[src/rtl/nvm_seq_pkg.sv]
// constants, types and register map of the nvm command sequencer
package nvm_seq_pkg;

  // apb register map (byte addresses)
  localparam logic [7:0] ADDR_COMMAND_INDEX = 8'h00;
  localparam logic [7:0] ADDR_COMMAND_DATA  = 8'h04;
  localparam logic [7:0] ADDR_STATUS        = 8'h08;
  localparam logic [7:0] ADDR_MODE          = 8'h0c;
  localparam logic [7:0] ADDR_MARGIN        = 8'h10;
  localparam logic [7:0] ADDR_PARTITION     = 8'h14;
  localparam logic [7:0] ADDR_SECURITY      = 8'h18;
  localparam logic [7:0] ADDR_POWER         = 8'h1c;

  // status register bit positions
  localparam int STAT_COMPLETE_BIT  = 7;
  localparam int STAT_ACCESS_ERROR_FLAG_BIT    = 5;
  localparam int STAT_PROTVIOL_BIT  = 4;
  localparam int STAT_VERIFY_HI_BIT = 1;
  localparam int STAT_VERIFY_LO_BIT = 0;

  // mode register bit positions
  localparam int MODE_SPECIAL_BIT  = 0;
  localparam int MODE_LOADDATA_BIT = 1;

  // power register bit positions
  localparam int PWR_EE_PENDING_BIT = 0;
  localparam int PWR_STOP_REQ_BIT   = 1;

  // partition register field positions
  localparam int PART_DATA_LSB  = 0;
  localparam int PART_RAM_LSB   = 16;

  // command codes
  localparam logic [7:0] CMD_SET_FIELD_MARGIN = 8'h0e;
  localparam logic [7:0] CMD_FULL_PARTITION   = 8'h0f;
  localparam logic [7:0] CMD_ERASE_VERIFY_SEC = 8'h10;

  // command object indexes
  localparam logic [2:0] IDX_0 = 3'h0;
  localparam logic [2:0] IDX_1 = 3'h1;
  localparam logic [2:0] IDX_2 = 3'h2;
  localparam logic [2:0] IDX_6 = 3'h6;
  localparam logic [2:0] IDX_7 = 3'h7;

  // margin level codes
  localparam logic [15:0] MARGIN_NORMAL  = 16'h0000;
  localparam logic [15:0] MARGIN_USER_1  = 16'h0001;
  localparam logic [15:0] MARGIN_USER_0  = 16'h0002;
  localparam logic [15:0] MARGIN_FIELD_1 = 16'h0003;
  localparam logic [15:0] MARGIN_FIELD_0 = 16'h0004;

  // data flash geometry
  localparam int          DFLASH_SECTORS      = 128;
  localparam int          DFLASH_SECTOR_BYTES = 256;
  localparam logic [15:0] DFLASH_WORDS        =
    16'((DFLASH_SECTORS * DFLASH_SECTOR_BYTES) / 2);
  localparam logic [15:0] EMU_RAM_MAX_SECTORS = 16'h0010;

  // valid block ids in global address [22:16]; arbitrary neutral values
  localparam logic [6:0] BLOCK_PFLASH = 7'h7f;
  localparam logic [6:0] BLOCK_DFLASH = 7'h10;

  // security configuration field address and reset value
  localparam logic [22:0] SECURITY_BYTE_ADDR = 23'h7fff0f;
  localparam logic [7:0]  SECURITY_RESET     = 8'hff;

  // reset values
  localparam logic [15:0] COMMAND_WORD_RESET = 16'h0000;
  localparam logic [2:0]  COMMAND_INDEX_RESET = 3'h0;

  // verification timing: cycles per checked word
  localparam int          WORD_CHECK_NS     = 10;
  localparam int          CLOCK_PERIOD_NS   = 10;
  localparam logic [3:0]  WORD_CHECK_CYCLES =
    4'((WORD_CHECK_NS + CLOCK_PERIOD_NS - 1) / CLOCK_PERIOD_NS);

  // sequencer states
  typedef enum logic [3:0] {
    ST_IDLE   = 4'b0001,
    ST_CHECK  = 4'b0010,
    ST_VERIFY = 4'b0100,
    ST_FINISH = 4'b1000
  } seq_state_type;

  // apb request carrier
  typedef struct packed {
    logic        sel;
    logic        enable;
    logic        write;
    logic [7:0]  addr;
    logic [31:0] wdata;
  } apb_req_type;

  // array read port carrier
  typedef struct packed {
    logic        req;
    logic [22:0] addr;
  } array_req_type;

endpackage

[src/rtl/nvm_command_sequencer.sv]
// nvm command sequencer: command object array, launch checks, execution
//
// Implementation choices: the register offsets and the APB slave port.
`timescale 1ns/10ps
module nvm_command_sequencer
  import nvm_seq_pkg::*;
(
  // clock and reset
  input  wire logic        CLOCK_IN,
  input  wire logic        SRST_IN,
  // apb slave
  input  wire logic        PSEL_IN,
  input  wire logic        PENABLE_IN,
  input  wire logic        PWRITE_IN,
  input  wire logic [7:0]  PADDR_IN,
  input  wire logic [31:0] PWDATA_IN,
  output logic      [31:0] PRDATA_OUT,
  output logic             PREADY_OUT,
  output logic             PSLVERR_OUT,
  // array read port
  output logic             ARRAY_REQ_OUT,
  output logic      [22:0] ARRAY_ADDR_OUT,
  input  wire logic [15:0] ARRAY_DATA_IN,
  input  wire logic        ARRAY_ECC_ERR_IN,
  input  wire logic        ARRAY_ECC_FATAL_IN,
  // margin and security to the array
  output logic      [2:0]  READ_MARGIN_OUT,
  output logic      [1:0]  SECURITY_STATE_OUT,
  // power management
  output logic             WAKE_OUT,
  output logic             STOP_ACK_OUT
);

  apb_req_type   bus;
  seq_state_type state;
  seq_state_type next_state;

  logic [15:0] command_object_array [6];
  logic [2:0]  command_index;
  logic        command_complete_flag;
  logic        access_error_flag;
  logic        protection_violation_flag;
  logic        verify_status_hi;
  logic        verify_status_lo;
  logic        special_mode;
  logic        load_data_active;
  logic        ee_pending;
  logic        stop_request;
  logic [15:0] data_partition_size;
  logic [15:0] emulation_ram_partition_size;
  logic [7:0]  security_config_register;
  logic        security_loaded;
  logic [15:0] block_margin_pf;
  logic [15:0] block_margin_df;
  logic [15:0] words_left;
  logic [15:0] word_addr;
  logic [3:0]  wait_count;
  logic        launch_error;
  logic        acc;
  logic        wr;
  logic        launch;
  logic [7:0]  cmd_code;
  logic [6:0]  blk;

  assign bus      = '{PSEL_IN, PENABLE_IN, PWRITE_IN, PADDR_IN, PWDATA_IN};
  assign acc      = bus.sel & bus.enable;
  assign wr       = acc & bus.write;
  assign cmd_code = command_object_array[IDX_0][15:8];
  assign blk      = command_object_array[IDX_0][6:0];
  // launch only from idle: a one written while busy is no command
  assign launch   = wr & (bus.addr == ADDR_STATUS)
                  & bus.wdata[STAT_COMPLETE_BIT]
                  & command_complete_flag;

  // launch checks, evaluated in the cycle after the launch write
  always_comb begin
    launch_error = 1'b0;
    if (load_data_active) begin
      launch_error = 1'b1;
    end
    unique case (cmd_code)
      CMD_SET_FIELD_MARGIN: begin
        if (command_index != IDX_1) launch_error = 1'b1;
        if (!special_mode) launch_error = 1'b1;
        if (blk != BLOCK_PFLASH && blk != BLOCK_DFLASH) begin
          launch_error = 1'b1;
        end
        if (command_object_array[IDX_1] > MARGIN_FIELD_0) begin
          launch_error = 1'b1;
        end
      end
      CMD_FULL_PARTITION: begin
        if (command_index != IDX_2) launch_error = 1'b1;
        if (!special_mode) launch_error = 1'b1;
        // sizes in sectors of the 128-sector data block
        if (command_object_array[IDX_1] > 16'(DFLASH_SECTORS)) begin
          launch_error = 1'b1;
        end
        if (command_object_array[IDX_2] > EMU_RAM_MAX_SECTORS) begin
          launch_error = 1'b1;
        end
      end
      CMD_ERASE_VERIFY_SEC: begin
        if (command_index != IDX_2) launch_error = 1'b1;
        if (blk != BLOCK_DFLASH) launch_error = 1'b1;
        if (command_object_array[IDX_2] == 16'h0000) launch_error = 1'b1;
        if (32'(command_object_array[IDX_1]) +
            32'(command_object_array[IDX_2]) > 32'(DFLASH_WORDS)) begin
          launch_error = 1'b1;
        end
      end
      default: launch_error = 1'b1;
    endcase
  end

  always_comb begin
    next_state = state;
    unique case (state)
      ST_IDLE:   if (launch) next_state = ST_CHECK;
      ST_CHECK: begin
        if (launch_error) next_state = ST_FINISH;
        else if (cmd_code == CMD_SET_FIELD_MARGIN) next_state = ST_FINISH;
        else next_state = ST_VERIFY;
      end
      ST_VERIFY: begin
        if (words_left == 16'h0000 && wait_count == 4'h0) begin
          next_state = ST_FINISH;
        end
      end
      ST_FINISH: next_state = ST_IDLE;
      default:   next_state = ST_IDLE;
    endcase
  end

  always_ff @(posedge CLOCK_IN) begin
    if (SRST_IN) state <= ST_IDLE;
    else state <= next_state;
  end

  // complete flag: cleared by launch, set when the sequencer finishes
  always_ff @(posedge CLOCK_IN) begin
    if (SRST_IN) begin
      command_complete_flag <= 1'b1;
    end else if (state == ST_FINISH) begin
      command_complete_flag <= 1'b1;
    end else if (launch) begin
      command_complete_flag <= 1'b0;
    end
  end

  // error flags cleared by every launch, verify flags by all but set-margin; hardware sets win
  always_ff @(posedge CLOCK_IN) begin
    if (SRST_IN) begin
      access_error_flag         <= 1'b0;
      protection_violation_flag <= 1'b0;
      verify_status_hi          <= 1'b0;
      verify_status_lo          <= 1'b0;
    end else if (state == ST_CHECK) begin
      access_error_flag <= launch_error;
    end else if (state == ST_VERIFY && cmd_code == CMD_FULL_PARTITION) begin
      if (ARRAY_ECC_ERR_IN | ARRAY_ECC_FATAL_IN) begin
        verify_status_hi <= 1'b1;
      end
      if (ARRAY_ECC_FATAL_IN) verify_status_lo <= 1'b1;
    end else if (state == ST_VERIFY) begin
      // only answers to a real request count; the closing cycle reads none
      if (ARRAY_DATA_IN != 16'hffff && wait_count == 4'h0
          && words_left != 16'h0000) begin
        verify_status_lo <= 1'b1;
        verify_status_hi <= 1'b1;
      end
    end else if (launch) begin
      access_error_flag         <= 1'b0;
      protection_violation_flag <= 1'b0;
      // set-margin leaves verify status untouched
      if (cmd_code != CMD_SET_FIELD_MARGIN) begin
        verify_status_hi <= 1'b0;
        verify_status_lo <= 1'b0;
      end
    end
  end

  // command index and object array, locked while a command runs
  always_ff @(posedge CLOCK_IN) begin
    if (SRST_IN) begin
      command_index <= COMMAND_INDEX_RESET;
      for (int i = 0; i < 6; i++) begin
        command_object_array[i] <= COMMAND_WORD_RESET;
      end
    end else if (command_complete_flag && !launch) begin
      if (wr && bus.addr == ADDR_COMMAND_INDEX) begin
        command_index <= bus.wdata[2:0];
      end
      if (wr && bus.addr == ADDR_COMMAND_DATA
          && command_index != IDX_6 && command_index != IDX_7) begin
        command_object_array[command_index] <= bus.wdata[15:0];
      end
    end else if (state == ST_VERIFY && cmd_code == CMD_ERASE_VERIFY_SEC) begin
      // remaining word count returned as a result
      command_object_array[IDX_2] <= words_left;
    end
  end

  // verification walker over the selected word range
  always_ff @(posedge CLOCK_IN) begin
    if (SRST_IN) begin
      words_left <= 16'h0000;
      word_addr  <= 16'h0000;
      wait_count <= 4'h0;
    end else if (state == ST_CHECK) begin
      if (cmd_code == CMD_FULL_PARTITION) begin
        words_left <= DFLASH_WORDS;
        word_addr  <= 16'h0000;
      end else begin
        words_left <= command_object_array[IDX_2];
        word_addr  <= command_object_array[IDX_1];
      end
      wait_count <= WORD_CHECK_CYCLES;
    end else if (state == ST_VERIFY) begin
      if (wait_count != 4'h0) begin
        wait_count <= wait_count - 4'h1;
      end else if (words_left != 16'h0000) begin
        words_left <= words_left - 16'h0001;
        word_addr  <= word_addr + 16'h0002;
        wait_count <= WORD_CHECK_CYCLES;
      end
    end
  end

  always_ff @(posedge CLOCK_IN) begin
    if (SRST_IN) begin
      ARRAY_REQ_OUT  <= 1'b0;
      ARRAY_ADDR_OUT <= 23'h000000;
    end else if (state == ST_VERIFY && words_left != 16'h0000) begin
      ARRAY_REQ_OUT  <= 1'b1;
      // partition always scans the data block, whatever index 000 names
      ARRAY_ADDR_OUT <= {((cmd_code == CMD_FULL_PARTITION) ? BLOCK_DFLASH
                                                          : blk), word_addr};
    end else if (!security_loaded) begin
      ARRAY_REQ_OUT  <= 1'b1;
      ARRAY_ADDR_OUT <= SECURITY_BYTE_ADDR;
    end else begin
      ARRAY_REQ_OUT  <= 1'b0;
    end
  end

  // security byte read while reset releases, array answers next cycle
  always_ff @(posedge CLOCK_IN) begin
    if (SRST_IN) begin
      security_config_register <= SECURITY_RESET;
      security_loaded          <= 1'b0;
    end else if (!security_loaded && ARRAY_REQ_OUT) begin
      security_config_register <= ARRAY_DATA_IN[7:0];
      security_loaded          <= 1'b1;
    end
  end

  // margin selection held per block for later reads
  always_ff @(posedge CLOCK_IN) begin
    if (SRST_IN) begin
      block_margin_pf <= MARGIN_NORMAL;
      block_margin_df <= MARGIN_NORMAL;
    end else if (state == ST_CHECK && !launch_error
                 && cmd_code == CMD_SET_FIELD_MARGIN) begin
      if (blk == BLOCK_DFLASH) block_margin_df <= command_object_array[IDX_1];
      else block_margin_pf <= command_object_array[IDX_1];
    end
  end

  // margin output: bit2 active, bit1 field level, bit0 toward erased
  always_ff @(posedge CLOCK_IN) begin
    if (SRST_IN) begin
      READ_MARGIN_OUT <= 3'h0;
    end else begin
      unique case (block_margin_df)
        MARGIN_USER_1:  READ_MARGIN_OUT <= 3'b101;
        MARGIN_USER_0:  READ_MARGIN_OUT <= 3'b100;
        MARGIN_FIELD_1: READ_MARGIN_OUT <= 3'b111;
        MARGIN_FIELD_0: READ_MARGIN_OUT <= 3'b110;
        default:        READ_MARGIN_OUT <= 3'b000;
      endcase
    end
  end

  // mode, partition and power control registers
  always_ff @(posedge CLOCK_IN) begin
    if (SRST_IN) begin
      special_mode                 <= 1'b0;
      load_data_active             <= 1'b0;
      ee_pending                   <= 1'b0;
      stop_request                 <= 1'b0;
      data_partition_size          <= 16'h0000;
      emulation_ram_partition_size <= 16'h0000;
    end else begin
      if (wr && bus.addr == ADDR_MODE) begin
        special_mode     <= bus.wdata[MODE_SPECIAL_BIT];
        load_data_active <= bus.wdata[MODE_LOADDATA_BIT];
      end
      if (wr && bus.addr == ADDR_POWER) begin
        ee_pending   <= bus.wdata[PWR_EE_PENDING_BIT];
        stop_request <= bus.wdata[PWR_STOP_REQ_BIT];
      end
      if (state == ST_CHECK && !launch_error
          && cmd_code == CMD_FULL_PARTITION) begin
        data_partition_size          <= command_object_array[IDX_1];
        emulation_ram_partition_size <= command_object_array[IDX_2];
      end
    end
  end

  // wait: sequencer never halts; completion is the wake event
  // stop granted only when idle and no emulation work pending
  always_ff @(posedge CLOCK_IN) begin
    if (SRST_IN) begin
      WAKE_OUT           <= 1'b0;
      STOP_ACK_OUT       <= 1'b0;
      SECURITY_STATE_OUT <= 2'b11;
    end else begin
      WAKE_OUT           <= state == ST_FINISH;
      STOP_ACK_OUT       <= stop_request && command_complete_flag
                            && !launch && !ee_pending;
      SECURITY_STATE_OUT <= security_config_register[1:0];
    end
  end

  // apb slave: zero wait states, error on unmapped address
  always_ff @(posedge CLOCK_IN) begin
    if (SRST_IN) begin
      PRDATA_OUT  <= 32'h00000000;
      PREADY_OUT  <= 1'b0;
      PSLVERR_OUT <= 1'b0;
    end else begin
      PREADY_OUT  <= bus.sel & ~bus.enable;
      PSLVERR_OUT <= 1'b0;
      PRDATA_OUT  <= 32'h00000000;
      if (bus.sel && !bus.enable) begin
        unique case (bus.addr)
          ADDR_COMMAND_INDEX: PRDATA_OUT <= {29'h0, command_index};
          ADDR_COMMAND_DATA: begin
            if (command_index != IDX_6 && command_index != IDX_7) begin
              PRDATA_OUT <= {16'h0, command_object_array[command_index]};
            end
          end
          ADDR_STATUS: begin
            PRDATA_OUT[STAT_COMPLETE_BIT]  <= command_complete_flag;
            PRDATA_OUT[STAT_ACCESS_ERROR_FLAG_BIT]    <= access_error_flag;
            PRDATA_OUT[STAT_PROTVIOL_BIT]  <= protection_violation_flag;
            PRDATA_OUT[STAT_VERIFY_HI_BIT] <= verify_status_hi;
            PRDATA_OUT[STAT_VERIFY_LO_BIT] <= verify_status_lo;
          end
          ADDR_MODE: PRDATA_OUT <= {30'h0, load_data_active, special_mode};
          ADDR_MARGIN: PRDATA_OUT <= {block_margin_df, block_margin_pf};
          ADDR_PARTITION: begin
            PRDATA_OUT <= {emulation_ram_partition_size,
                           data_partition_size};
          end
          ADDR_SECURITY: PRDATA_OUT <= {24'h0, security_config_register};
          ADDR_POWER: PRDATA_OUT <= {30'h0, stop_request, ee_pending};
          default: PSLVERR_OUT <= 1'b1;
        endcase
      end
    end
  end

endmodule // nvm_command_sequencer

[config.mk]
export PLATFORM = sky130hd
export DESIGN_NAME = nvm_command_sequencer
export DESIGN_NICKNAME = d
export VERILOG_FILES = /design/src/rtl/nvm_seq_pkg.sv /design/src/rtl/nvm_command_sequencer.sv
export SDC_FILE = /design/constraint.sdc
export NUM_CORES = 1
export LEC_CHECK = 0
export BUFFER_PORTS_ARGS = -buffer_cell sky130_fd_sc_hd__buf_2
export CORE_UTILIZATION = 25
export DETAILED_ROUTE_END_ITERATION = 10
export GPL_TIMING_DRIVEN = 0
export PLACE_DENSITY_LB_ADDON = 0.25
export SLEW_MARGIN = 0
export SYNTH_ARGS = -nofsm -noshare
export SYNTH_HDL_FRONTEND = slang
export SYNTH_SLANG_ARGS = --single-unit
[constraint.sdc]
create_clock -name CLOCK_IN -period 4.05 [get_ports CLOCK_IN]
set_input_delay 0.405 -clock CLOCK_IN [delete_from_list [all_inputs] [get_ports CLOCK_IN]]
set_output_delay 0.405 -clock CLOCK_IN [all_outputs]
set_load 0.01 [all_outputs]
[Word-level counts from Yosys, hierarchy flattened]
Memory sizes are Yosys's and may differ from the RTL's. A register that Yosys moved wholly into a read port is not among the register bits.
Index checks and enable logic that the tools add are counted.
Storage, ports and cells
  bits in registers: 189
  word-level logic and storage cells: 216
  bits in writable memories: 96
  input port bits: 63
  memories: 1
  output and inout port bits: 65
Operators by class
  equality and inequality tests: 36
  muxes and demuxes: 74
  order comparisons: 4
  reductions and logical operators: 56
  add/subtract/negate cells: 4
  bitwise logic cells: 12
Memory list
  command_object_array: depth 6, width 16, rd ports 4, clocked after memory_dff 1, wr ports 6, RTL line nvm_command_sequencer.sv:38  | logic [15:0] command_object_array [6];
Operators by type and width (number)
  16-bit 2-to-1 mux: 13
  24-bit case mux with 3 select lines: 1
  23-bit 2-to-1 mux: 2
  8-bit by 5-bit equality test with 1-bit output, second input constant: 5
  1-bit 2-to-1 mux: 40
  16-bit by 2-bit equality test with 1-bit output, second input constant: 2
  8-bit by 4-bit equality test with 1-bit output, second input constant: 4
  16-bit zero test: 2
  4-bit 2-to-1 mux: 6
  1-bit logical AND: 23
  2-bit case mux with 5 select lines: 2
  16-bit by 16-bit adder with 17-bit output: 1
  17-bit by 15-bit > comparator with 1-bit output, second input constant: 1
  16-bit by 2-bit adder with 16-bit output, second input constant: 1
  16-bit by 1-bit equality test with 1-bit output, second input constant: 1
  16-bit by 3-bit equality test with 1-bit output, second input constant: 1
  16-bit by 3-bit > comparator with 1-bit output, second input constant: 1
  16-bit by 5-bit > comparator with 1-bit output, second input constant: 1
  16-bit by 8-bit > comparator with 1-bit output, second input constant: 1
  16-bit inequality test, second input constant: 1
  2-bit case mux with 8 select lines: 1
  16-bit nonzero test: 1
  16-bit OR reduction: 1
  16-bit by 1-bit subtractor with 16-bit output, second input constant: 1
  36 further kinds: 73

[Longest topological paths before layout]
Gate-level depths: netlist of run 1.
  word-level depth: 12
  gate-level depth with buffers: 11
  depth with buffers taken out: 10

[Worst setup path after synthesis of run 1]
Ideal clock, no wire load.
  path kind: register to register
  start: memory command_object_array[1][0]
  end: register access_error_flag
  cell stages (with the launch flop): 11
  data arrival time: 2.851 ns
  slack: 1.065 ns
  required time: 3.917 ns
  clock period less this slack: 2.985 ns
  path through: edfxtp_1 ha_1 fa_1 a211o_1 a21o_1 o21ai_0 mux2i_1 nand4_1 a2111oi_0 a31o_2 a311oi_1
RTL lines
  start: declaration: RTL line nvm_command_sequencer.sv:38
  end signal: assignment: RTL line nvm_command_sequencer.sv:159  | access_error_flag <= launch_error;
  end: declaration: RTL line nvm_command_sequencer.sv:41  | logic access_error_flag;

==> results of run 1 <==
[registers in the layout (all words and copies together) (netlist names), 2 cells and up, named ones only]
register and flops:
word_addr 16, words_left 16, command_index 3, ARRAY_ADDR_OUT 23, SECURITY_STATE_OUT 2, data_partition_size 16
command_object_array 128, READ_MARGIN_OUT 3, security_config_register 8, block_margin_pf 16, PRDATA_OUT 32, block_margin_df 16
emulation_ram_partition_size 16, state 4, wait_count 4
[final cells by class]
cell class | instances | share of cell area, %
clock buffer | 47 | 5.79
antenna | 1 | 0.0147
sequential | 320 | 45.3
inverter | 52 | 1.15
tap | 748 | 5.51
timing repair buffer | 109 | 3.21
buffer | 77 | 1.97
multi-input combinational | 901 | 35.9
clock inverter | 18 | 1.22
[critical path, stage by stage, from the launching register on]
cell and delay [ps]:
edfxtp_1 610, ha_1 350, fa_1 480, a211o_1 370, a21o_1 190, o21ai_0 370
mux2i_1 270, nand4_1 110, a2111oi_1 520, a31o_2 280, a311oi_1 100
[power by group]
group          switching, mW  internal (mW)
clock network           1.36           1.98
registers             0.0706           3.41
logic                  0.203          0.114
total                   1.64           5.50
[layer usage]
metal | global-route usage, % | up-vias | wire length (µm)
li1 | - | 5186 | -
met1 | 21.7 | 5584 | 21400
met2 | 26.9 | 354 | 22300
met3 | 3.08 | 82 | 2900
met4 | 5.58 | 2 | 1430
met5 | 0 | - | 8
[placed cells by master (no fill, tap or decap), types with 5 or more instances in the layout]
cell       instances
nor2_1           219
dfxtp_1          192
edfxtp_1         128
buf_2            123
nand2_1           64
clkbuf_1          59
a21oi_1           55
inv_1             52
a22oi_1           50
and2_1            49
clkbuf_16         37
nor3_1            33
mux2i_1           33
mux4_2            32
conb_1            32
nand3_1           30
a311oi_1          22
mux2_2            18
ha_1              18
nor4_1            16
xnor2_1           14
nor2b_1           13
and3_1            12
nand4_1           12
a211o_1           12
xor2_1            11
o21ai_0           11
a222oi_1          11
a221oi_1          10
a31oi_1            9
a21o_1             9
nand2b_1           8
clkinv_2           7
o211ai_1           6
nor3b_1            6
buf_4              5
buf_1              5
a2111oi_0          5
[final timing paths]
| path | to | cells after the start | from |
|---|---|---|---|
| min | security_config_register[5] | 2 | ARRAY_DATA_IN[5] |
| max | access_error_flag | 10 | command_object_array[2][0] |
| max reg2reg | access_error_flag | 10 | command_object_array[2][0] |
| min reg2reg | block_margin_pf[11] | 1 | block_margin_pf[11] |
[kinds of logic (layout without fill, tap and decap cells)]
logic type	after synthesis	count (layout)	synth area share (%)
mux	83	83	8.84
compound gates	248	248	13.1
simple gates	494	494	16.9
fa+ha+maj	19	19	1.73
buf+inv	129	303	3.73
other cells	1	33	0.0264
xor+xnor	25	25	1.54
flops	320	320	54.2
==> results.sh, run 1 <==
export IMPL_drcViolationCount=0
export IMPL_synth_edf_count=128
export IMPL_drive_above_1_share_pct=16.5
export IMPL_holdBufCountCts=0
export IMPL_io_pin_count=128
export IMPL_die_area_um2=57700
export IMPL_worstSetupPathType="register to register"
export IMPL_h_tree_depth=2
export IMPL_setup_violations=0
export IMPL_dominantRegCellSynth="dfxtp_1"
export IMPL_place_congestion=0.877
export IMPL_via_per_inst=4.93
export IMPL_cts_inserted_buffers=36
export IMPL_std_cell_rows=86
export IMPL_final_nets=1579
export IMPL_synthTopCellsByCount="219 x nor2_1, 192 x dfxtp_1, 128 x edfxtp_1, 64 x nand2_1, 55 x a21oi_1"
export IMPL_root_buffer="clkbuf_16"
export IMPL_wl_per_cell_um=21.1
export IMPL_post_place_ws_ps=142
export IMPL_slew_violations=0
export IMPL_yosysWarnings=0
export IMPL_post_cts_buffers=0
export IMPL_fin_util_pct=30.5
export IMPL_synth_top_area_share_pct=27.1
export IMPL_timing_hold_ws_ps=87.1
export IMPL_setup_tns_ps=0
export IMPL_worstPathRequired_ps=4410
export IMPL_arrival_ps=4190
export IMPL_cts_sinks=320
export IMPL_grt_pass1_wl_um=70500
export IMPL_tightest_slew_ps=1110
export IMPL_layout_setup_ws_ps=222
export IMPL_rsz0062_at_grt="false"
export IMPL_cp_start_kind="register"
export IMPL_outcome="finished clean"
export IMPL_clk_pin_slew_ps=60
export IMPL_ant_nets=0
export IMPL_antenna_found_initial=3
export IMPL_final_cells=2273
export IMPL_ys_types=80
export IMPL_netlist_instances=1319
export IMPL_cts_tree="done"
export IMPL_total_power_mw=7.14
export IMPL_grt_pass1_vias=10869
export IMPL_multiInputGateArea_um2=6090
export IMPL_finalCritPeriodShare_pct=94.5
export IMPL_maxCapViolCount=0
export IMPL_clk_path_buf_depth=3
export IMPL_async_reset_ff_share_pct=0
export IMPL_die_h_um=240
export IMPL_drt_wl_total_um=48000
export IMPL_synth_seq_cells=320
export IMPL_vias=11208
export IMPL_fillCellCount=5785
export IMPL_synth_area_um2=14200
export IMPL_path_max_fanout=5
export IMPL_timing_fmax_ghz=0.261
export IMPL_fin_crit_ps=3830
export IMPL_power_density_nw_per_um2=420
export IMPL_synthTopCellsByArea="dfxtp_1 27%, edfxtp_1 27%, nor2_1 5.8%"
export IMPL_yosysTopAreaCell="dfxtp_1"
export IMPL_regArea_um2=7690
export IMPL_drtPass1Iterations=6
export IMPL_dpl_cell_count=2207
export IMPL_synth_most_common_cell="nor2_1"
export IMPL_ir_drop_v=0.000287
export IMPL_start_util_pct=25.5
export IMPL_placed_area_um2=15800
export IMPL_endpoint_kind="register"
export IMPL_rrSetupSlack_ps=220
export IMPL_grt_usage_pct=16.4
export IMPL_coreArea_um2=55600
export IMPL_gr_total_overflow=0
export IMPL_cts_resized=0
export IMPL_skew_ps=20.4
export IMPL_area_growth_pct=19.7
export IMPL_synth_area_per_cell_um2=10.8
export IMPL_clock_latency_ps=540
export IMPL_drt_iter0_drc=906
export IMPL_grt_start_max_net_pins=17
export IMPL_die_x_um=240
export IMPL_hold_violations=0
export IMPL_seq_area_frac_synth_pct=54.2
export IMPL_leakage_nw=6.54
export IMPL_hold_class="primary input to register"
export IMPL_hpwl_um=35400
export IMPL_max_slew_margin_rel_pct=26.2
export IMPL_portBuffers=109
export IMPL_final_area_um2=17000
Note: power is estimated with default switching activity, not from simulation.
==> inputs of run 2 (changes only) <==
Settings changed: ABC_AREA set to 1, RECOVER_POWER set to 100.
==> results.sh, run 2 <==
export IMPL_drt_iter0_drc=1129
export IMPL_drcViolationCount=0
export IMPL_cts_resized=0
export IMPL_timing_fmax_ghz=0.267
export IMPL_mostFrequentLayoutCells="240 x nor2_1, 228 x inv_1, 198 x nand2_1"
export IMPL_holdBufCountCts=0
export IMPL_dpl_cell_count=2672
export IMPL_leakage_nw=6.75
export IMPL_outcome="complete, but fails checks"
export IMPL_die_x_um=246
export IMPL_std_cell_rows=89
export IMPL_total_power_mw=7.13
export IMPL_synthTopCellsByCount="236 x nor2_1, 218 x inv_1, 195 x nand2_1, 192 x dfxtp_1, 152 x nand3_1"
export IMPL_max_slew_margin_rel_pct=-19.0
export IMPL_die_h_um=246
export IMPL_slew_violations=9
export IMPL_largest_register_ff_count=128
export IMPL_min_delay_start="ARRAY_DATA_IN[7]"
export IMPL_rsz0062_at_grt="false"
export IMPL_via_per_inst=4.97
export IMPL_synth_edf_count=128
export IMPL_fin_crit_ps=3750
export IMPL_power_density_nw_per_um2=408
export IMPL_clk_pin_slew_ps=60
export IMPL_top_regs="command_object_array (128), PRDATA_OUT (32), ARRAY_ADDR_OUT (23)"
export IMPL_tightest_slew_ps=1770
export IMPL_drive_above_1_share_pct=7.84
export IMPL_drt_wl_total_um=58300
export IMPL_root_buffer="clkbuf_16"
export IMPL_critPathLaunch="PADDR_IN[1]"
export IMPL_area_growth_pct=17.1
export IMPL_portBuffers=111
export IMPL_final_common_cell="nor2_1"
export IMPL_ant_nets=0
export IMPL_place_congestion=0.929
export IMPL_worstSetupPathType="primary input to register"
export IMPL_finalCritPeriodShare_pct=92.5
export IMPL_io_pin_count=128
export IMPL_dominantRegCellSynth="dfxtp_1"
export IMPL_die_area_um2=60600
export IMPL_worstPathRequired_ps=4160
export IMPL_drtPass1Iterations=5
export IMPL_final_nets=2019
export IMPL_netlist_instances=1756
export IMPL_gr_total_overflow=0
export IMPL_fin_util_pct=29.6
export IMPL_hold_violations=0
export IMPL_wl_per_cell_um=21.3
export IMPL_post_cts_buffers=0
export IMPL_synth_seq_cells=320
export IMPL_r2r_start="command_object_array[1][0]"
export IMPL_synth_area_per_cell_um2=8.49
export IMPL_ir_drop_v=0.000245
export IMPL_hpwl_um=45200
export IMPL_maxCapViolCount=1
export IMPL_h_tree_depth=2
export IMPL_synth_area_um2=14900
export IMPL_synthTopCellsByArea="dfxtp_1 26%, edfxtp_1 26%, nor2_1 5.9%"
export IMPL_grt_pass1_wl_um=84100
export IMPL_skew_ps=25.0
export IMPL_clock_latency_ps=570
export IMPL_antenna_found_initial=0
export IMPL_violations="max-capacitance violations, max-slew violations"
export IMPL_setup_tns_ps=0
export IMPL_setup_violations=0
export IMPL_yosysWarnings=0
export IMPL_regMostFlops="command_object_array"
export IMPL_clk_path_buf_depth=3
export IMPL_async_reset_ff_share_pct=0
export IMPL_cp_start_kind="primary input"
export IMPL_hold_class="primary input to register"
export IMPL_grt_pass1_vias=12655
export IMPL_cts_tree="done"
export IMPL_endpoint_kind="register"
export IMPL_final_cells=2739
export IMPL_cts_sinks=320
export IMPL_grt_start_max_net_pins=17
export IMPL_synth_top_area_share_pct=25.8
export IMPL_cts_inserted_buffers=36
export IMPL_ys_types=57
export IMPL_yosysTopAreaCell="dfxtp_1"
export IMPL_arrival_ps=3860
export IMPL_path_max_fanout=16
export IMPL_synth_most_common_cell="nor2_1"
export IMPL_grt_usage_pct=18.9
export IMPL_coreArea_um2=59000
export IMPL_vias=13615
export IMPL_seq_area_frac_synth_pct=51.5
export IMPL_start_util_pct=25.3
run 2: final timing paths:
kind / to / slack, ps / cells after the start
max: command_object_array[3][10] / 300 / 14
min: security_config_register[7] / 120 / 3
max reg2reg: block_margin_pf[5] / 330 / 16
min reg2reg: block_margin_pf[3] / 440 / 2
run 2: where the power goes:
group	switching (mW)	internal, mW
registers	0.0559	3.41
logic	0.246	0.0934
clock network	1.41	1.92
run 2: area by class of cell:
type / count / area [µm²]
Timing Repair Buffer: 112 / 485
Tap cell: 773 / 967
Fill cell: 6371 / 41600
Multi-Input combinational cell: 1156 / 5940
Buffer: 82 / 345
Clock buffer: 51 / 1030
Sequential cell: 320 / 7690
Antenna cell: 1 / 2.50
Clock inverter: 15 / 151
Inverter: 229 / 860
run 2: worst max-delay path, cell delays in order:
cell,delay (ps)
buf_2,90
or2_1,220
clkbuf_1,190
nor4_1,740
nand2_2,190
nor3_4,300
nor2_2,100
inv_2,110
nand4_4,210
o21ai_2,200
nor2_2,90
nand2_2,190
clkbuf_2,290
nand2_1,510
run 2: metrics by stage:
stage                     worst slack (ps)  instance area (µm²)  hold WS (ps)
after floorplan                        488                15000           399
after global placement               -1180                16600           433
after detailed placement               239                16600           439
after CTS                              368                17800           111
after global routing                  42.9                17500           140
final                                  303                17500           117
run 2: cell families after synthesis:
family                     after synthesis  share of synthesized area [%]
AOI/OAI and AO/OA                      374                           15.7
xor gates and xnor gates                 9                          0.529
adders and majority gates               19                           1.64
buffers and inverters                  311                           8.28
DFF                                    320                           51.5
other                                    1                         0.0251
and+or+nand+nor                        722                           22.3
run 2: metal layers:
layer	part of all wire [%]	global-route usage [%]
met5	0	0
met4	3.2	6.14
met3	7.7	3.75
met2	45	30.5
met1	44	25.2
==> inputs of run 3 (changes only) <==
Settings changed: PLACE_DENSITY set to 0.39, PLACE_DENSITY_LB_ADDON 0.25 to not set.
==> results.sh, run 3 (synthesis gave the netlist of run 2 again) <==
export IMPL_drtPass1Iterations=6
export IMPL_h_tree_depth=2
export IMPL_mostFrequentLayoutCells="239 x nor2_1, 228 x inv_1, 198 x nand2_1"
export IMPL_drcViolationCount=0
export IMPL_total_power_mw=7.33
export IMPL_skew_ps=23.2
export IMPL_cp_start_kind="primary input"
export IMPL_fin_crit_ps=3770
export IMPL_largest_register_ff_count=128
export IMPL_drt_wl_total_um=59800
export IMPL_top_regs="command_object_array (128), PRDATA_OUT (32), ARRAY_ADDR_OUT (23)"
export IMPL_ant_nets=0
export IMPL_antenna_found_initial=1
export IMPL_rsz0062_at_grt="false"
export IMPL_grt_pass1_vias=12864
export IMPL_grt_usage_pct=19.7
export IMPL_hold_violations=0
export IMPL_regMostFlops="command_object_array"
export IMPL_portBuffers=111
export IMPL_post_cts_buffers=0
export IMPL_endpoint_kind="register"
export IMPL_die_area_um2=60600
export IMPL_coreArea_um2=59000
export IMPL_final_area_um2=17500
export IMPL_outcome="finished clean"
export IMPL_worstPathRequired_ps=4320
export IMPL_num_antenna_cells=0
export IMPL_root_buffer="clkbuf_16"
export IMPL_start_util_pct=25.3
export IMPL_seqPwrFrac_pct=47.3
export IMPL_cts_tree="done"
export IMPL_cts_inserted_buffers=39
export IMPL_via_per_inst=4.86
export IMPL_hold_class="primary input to register"
export IMPL_comb_power_share_pct=4.6
export IMPL_placed_area_um2=16600
export IMPL_switchingPower_mw=1.76
export IMPL_cts_sinks=320
export IMPL_place_congestion=0.897
export IMPL_wl_per_cell_um=21.8
export IMPL_fillCellCount=6381
export IMPL_timing_fmax_ghz=0.265
export IMPL_fin_util_pct=29.7
export IMPL_internal_power_mw=5.57
export IMPL_tightest_slew_ps=1430
export IMPL_area_growth_pct=17.6
export IMPL_clk_pin_slew_ps=70
export IMPL_grt_pass1_wl_um=87300
export IMPL_holdBufCountCts=0
export IMPL_finalCritPeriodShare_pct=93.1
export IMPL_ir_drop_v=0.000267
export IMPL_clock_latency_ps=570
export IMPL_vias=13321
export IMPL_slew_violations=0
export IMPL_setup_tns_ps=0
export IMPL_die_x_um=246
export IMPL_swShare_pct=24.0
export IMPL_leakage_nw=6.80
export IMPL_cts_resized=0
export IMPL_setup_violations=0
export IMPL_maxCapViolCount=0
export IMPL_io_pin_count=128
export IMPL_power_density_nw_per_um2=418
export IMPL_hpwl_um=46400
export IMPL_power_frac_clock_pct=48.1
export IMPL_die_h_um=246
export IMPL_worstSetupPathType="primary input to register"
export IMPL_std_cell_rows=89
export IMPL_clk_path_buf_depth=3
export IMPL_max_slew_margin_rel_pct=4.18
export IMPL_path_max_fanout=10
export IMPL_arrival_ps=4040
export IMPL_grt_start_max_net_pins=17
export IMPL_drt_iter0_drc=917
export IMPL_final_common_cell="nor2_1"
export IMPL_gr_total_overflow=0
export IMPL_final_nets=2022
export IMPL_drive_above_1_share_pct=7.72
-- run 3: critical path: stages --
cell and delay [ps]:
buf_2 90, or2_0 220, clkbuf_1 200, nor4_4 370, nand2_1 160, nor3_2 380
nor2_2 120, nand2_2 80, nor2_1 80, nand2_4 100, buf_6 160, buf_6 180
o21ai_0 100, nor3_1 1090, buf_6 290
-- run 3: power groups by stage --
stage	Sequential, mW	Clock, mW	Combinational, mW
finish	3.47	3.53	0.340
global route	3.47	3.72	0.381
CTS	3.47	3.61	0.353
detailed placement	3.53	0	0.351
global placement	3.53	0	0.349
floorplan	3.51	0	0.189
-- run 3: final timing paths --
check / slack (ps) / end / cells past startpoint / from
worst max-delay path: 280 / command_object_array[5][10] / 15 / PADDR_IN[1]
worst min register to register: 450 / block_margin_pf[4] / 2 / block_margin_pf[4]
worst max register to register: 310 / words_left[10] / 10 / state[0]
worst min-delay path: 90 / security_config_register[7] / 3 / ARRAY_DATA_IN[7]
-- run 3: metrics by stage --
stage / hold WS, ps / std cells / setup slack (ps)
2_1_floorplan: 399 / 1787 / 488
3_3_place_gp: 433 / 2671 / -1200
3_5_place_dp: 443 / 2672 / 213
4_1_cts: 73.2 / 2741 / 313
5_1_grt: 119 / 2741 / 84.9
6_report: 85.5 / 2741 / 281
-- run 3: cell type report --
cell class	instances	area, µm²	share of cell area [%]
Clock buffer	57	1170	6.66
Multi-Input combinational cell	1156	5920	33.8
Tap cell	773	967	5.52
Clock inverter	12	101	0.578
Inverter	229	860	4.90
Buffer	82	345	1.97
Timing Repair Buffer	112	484	2.76
Sequential cell	320	7690	43.8
-- run 3: layer usage --
layer,part of all wire (%),up-vias,global-route usage (%)
li1,-,6350,-
met1,46,6470,27.2
met2,45,424,32.0
met3,5.8,77,2.92
met4,2.3,0,5.34
met5,0,-,0
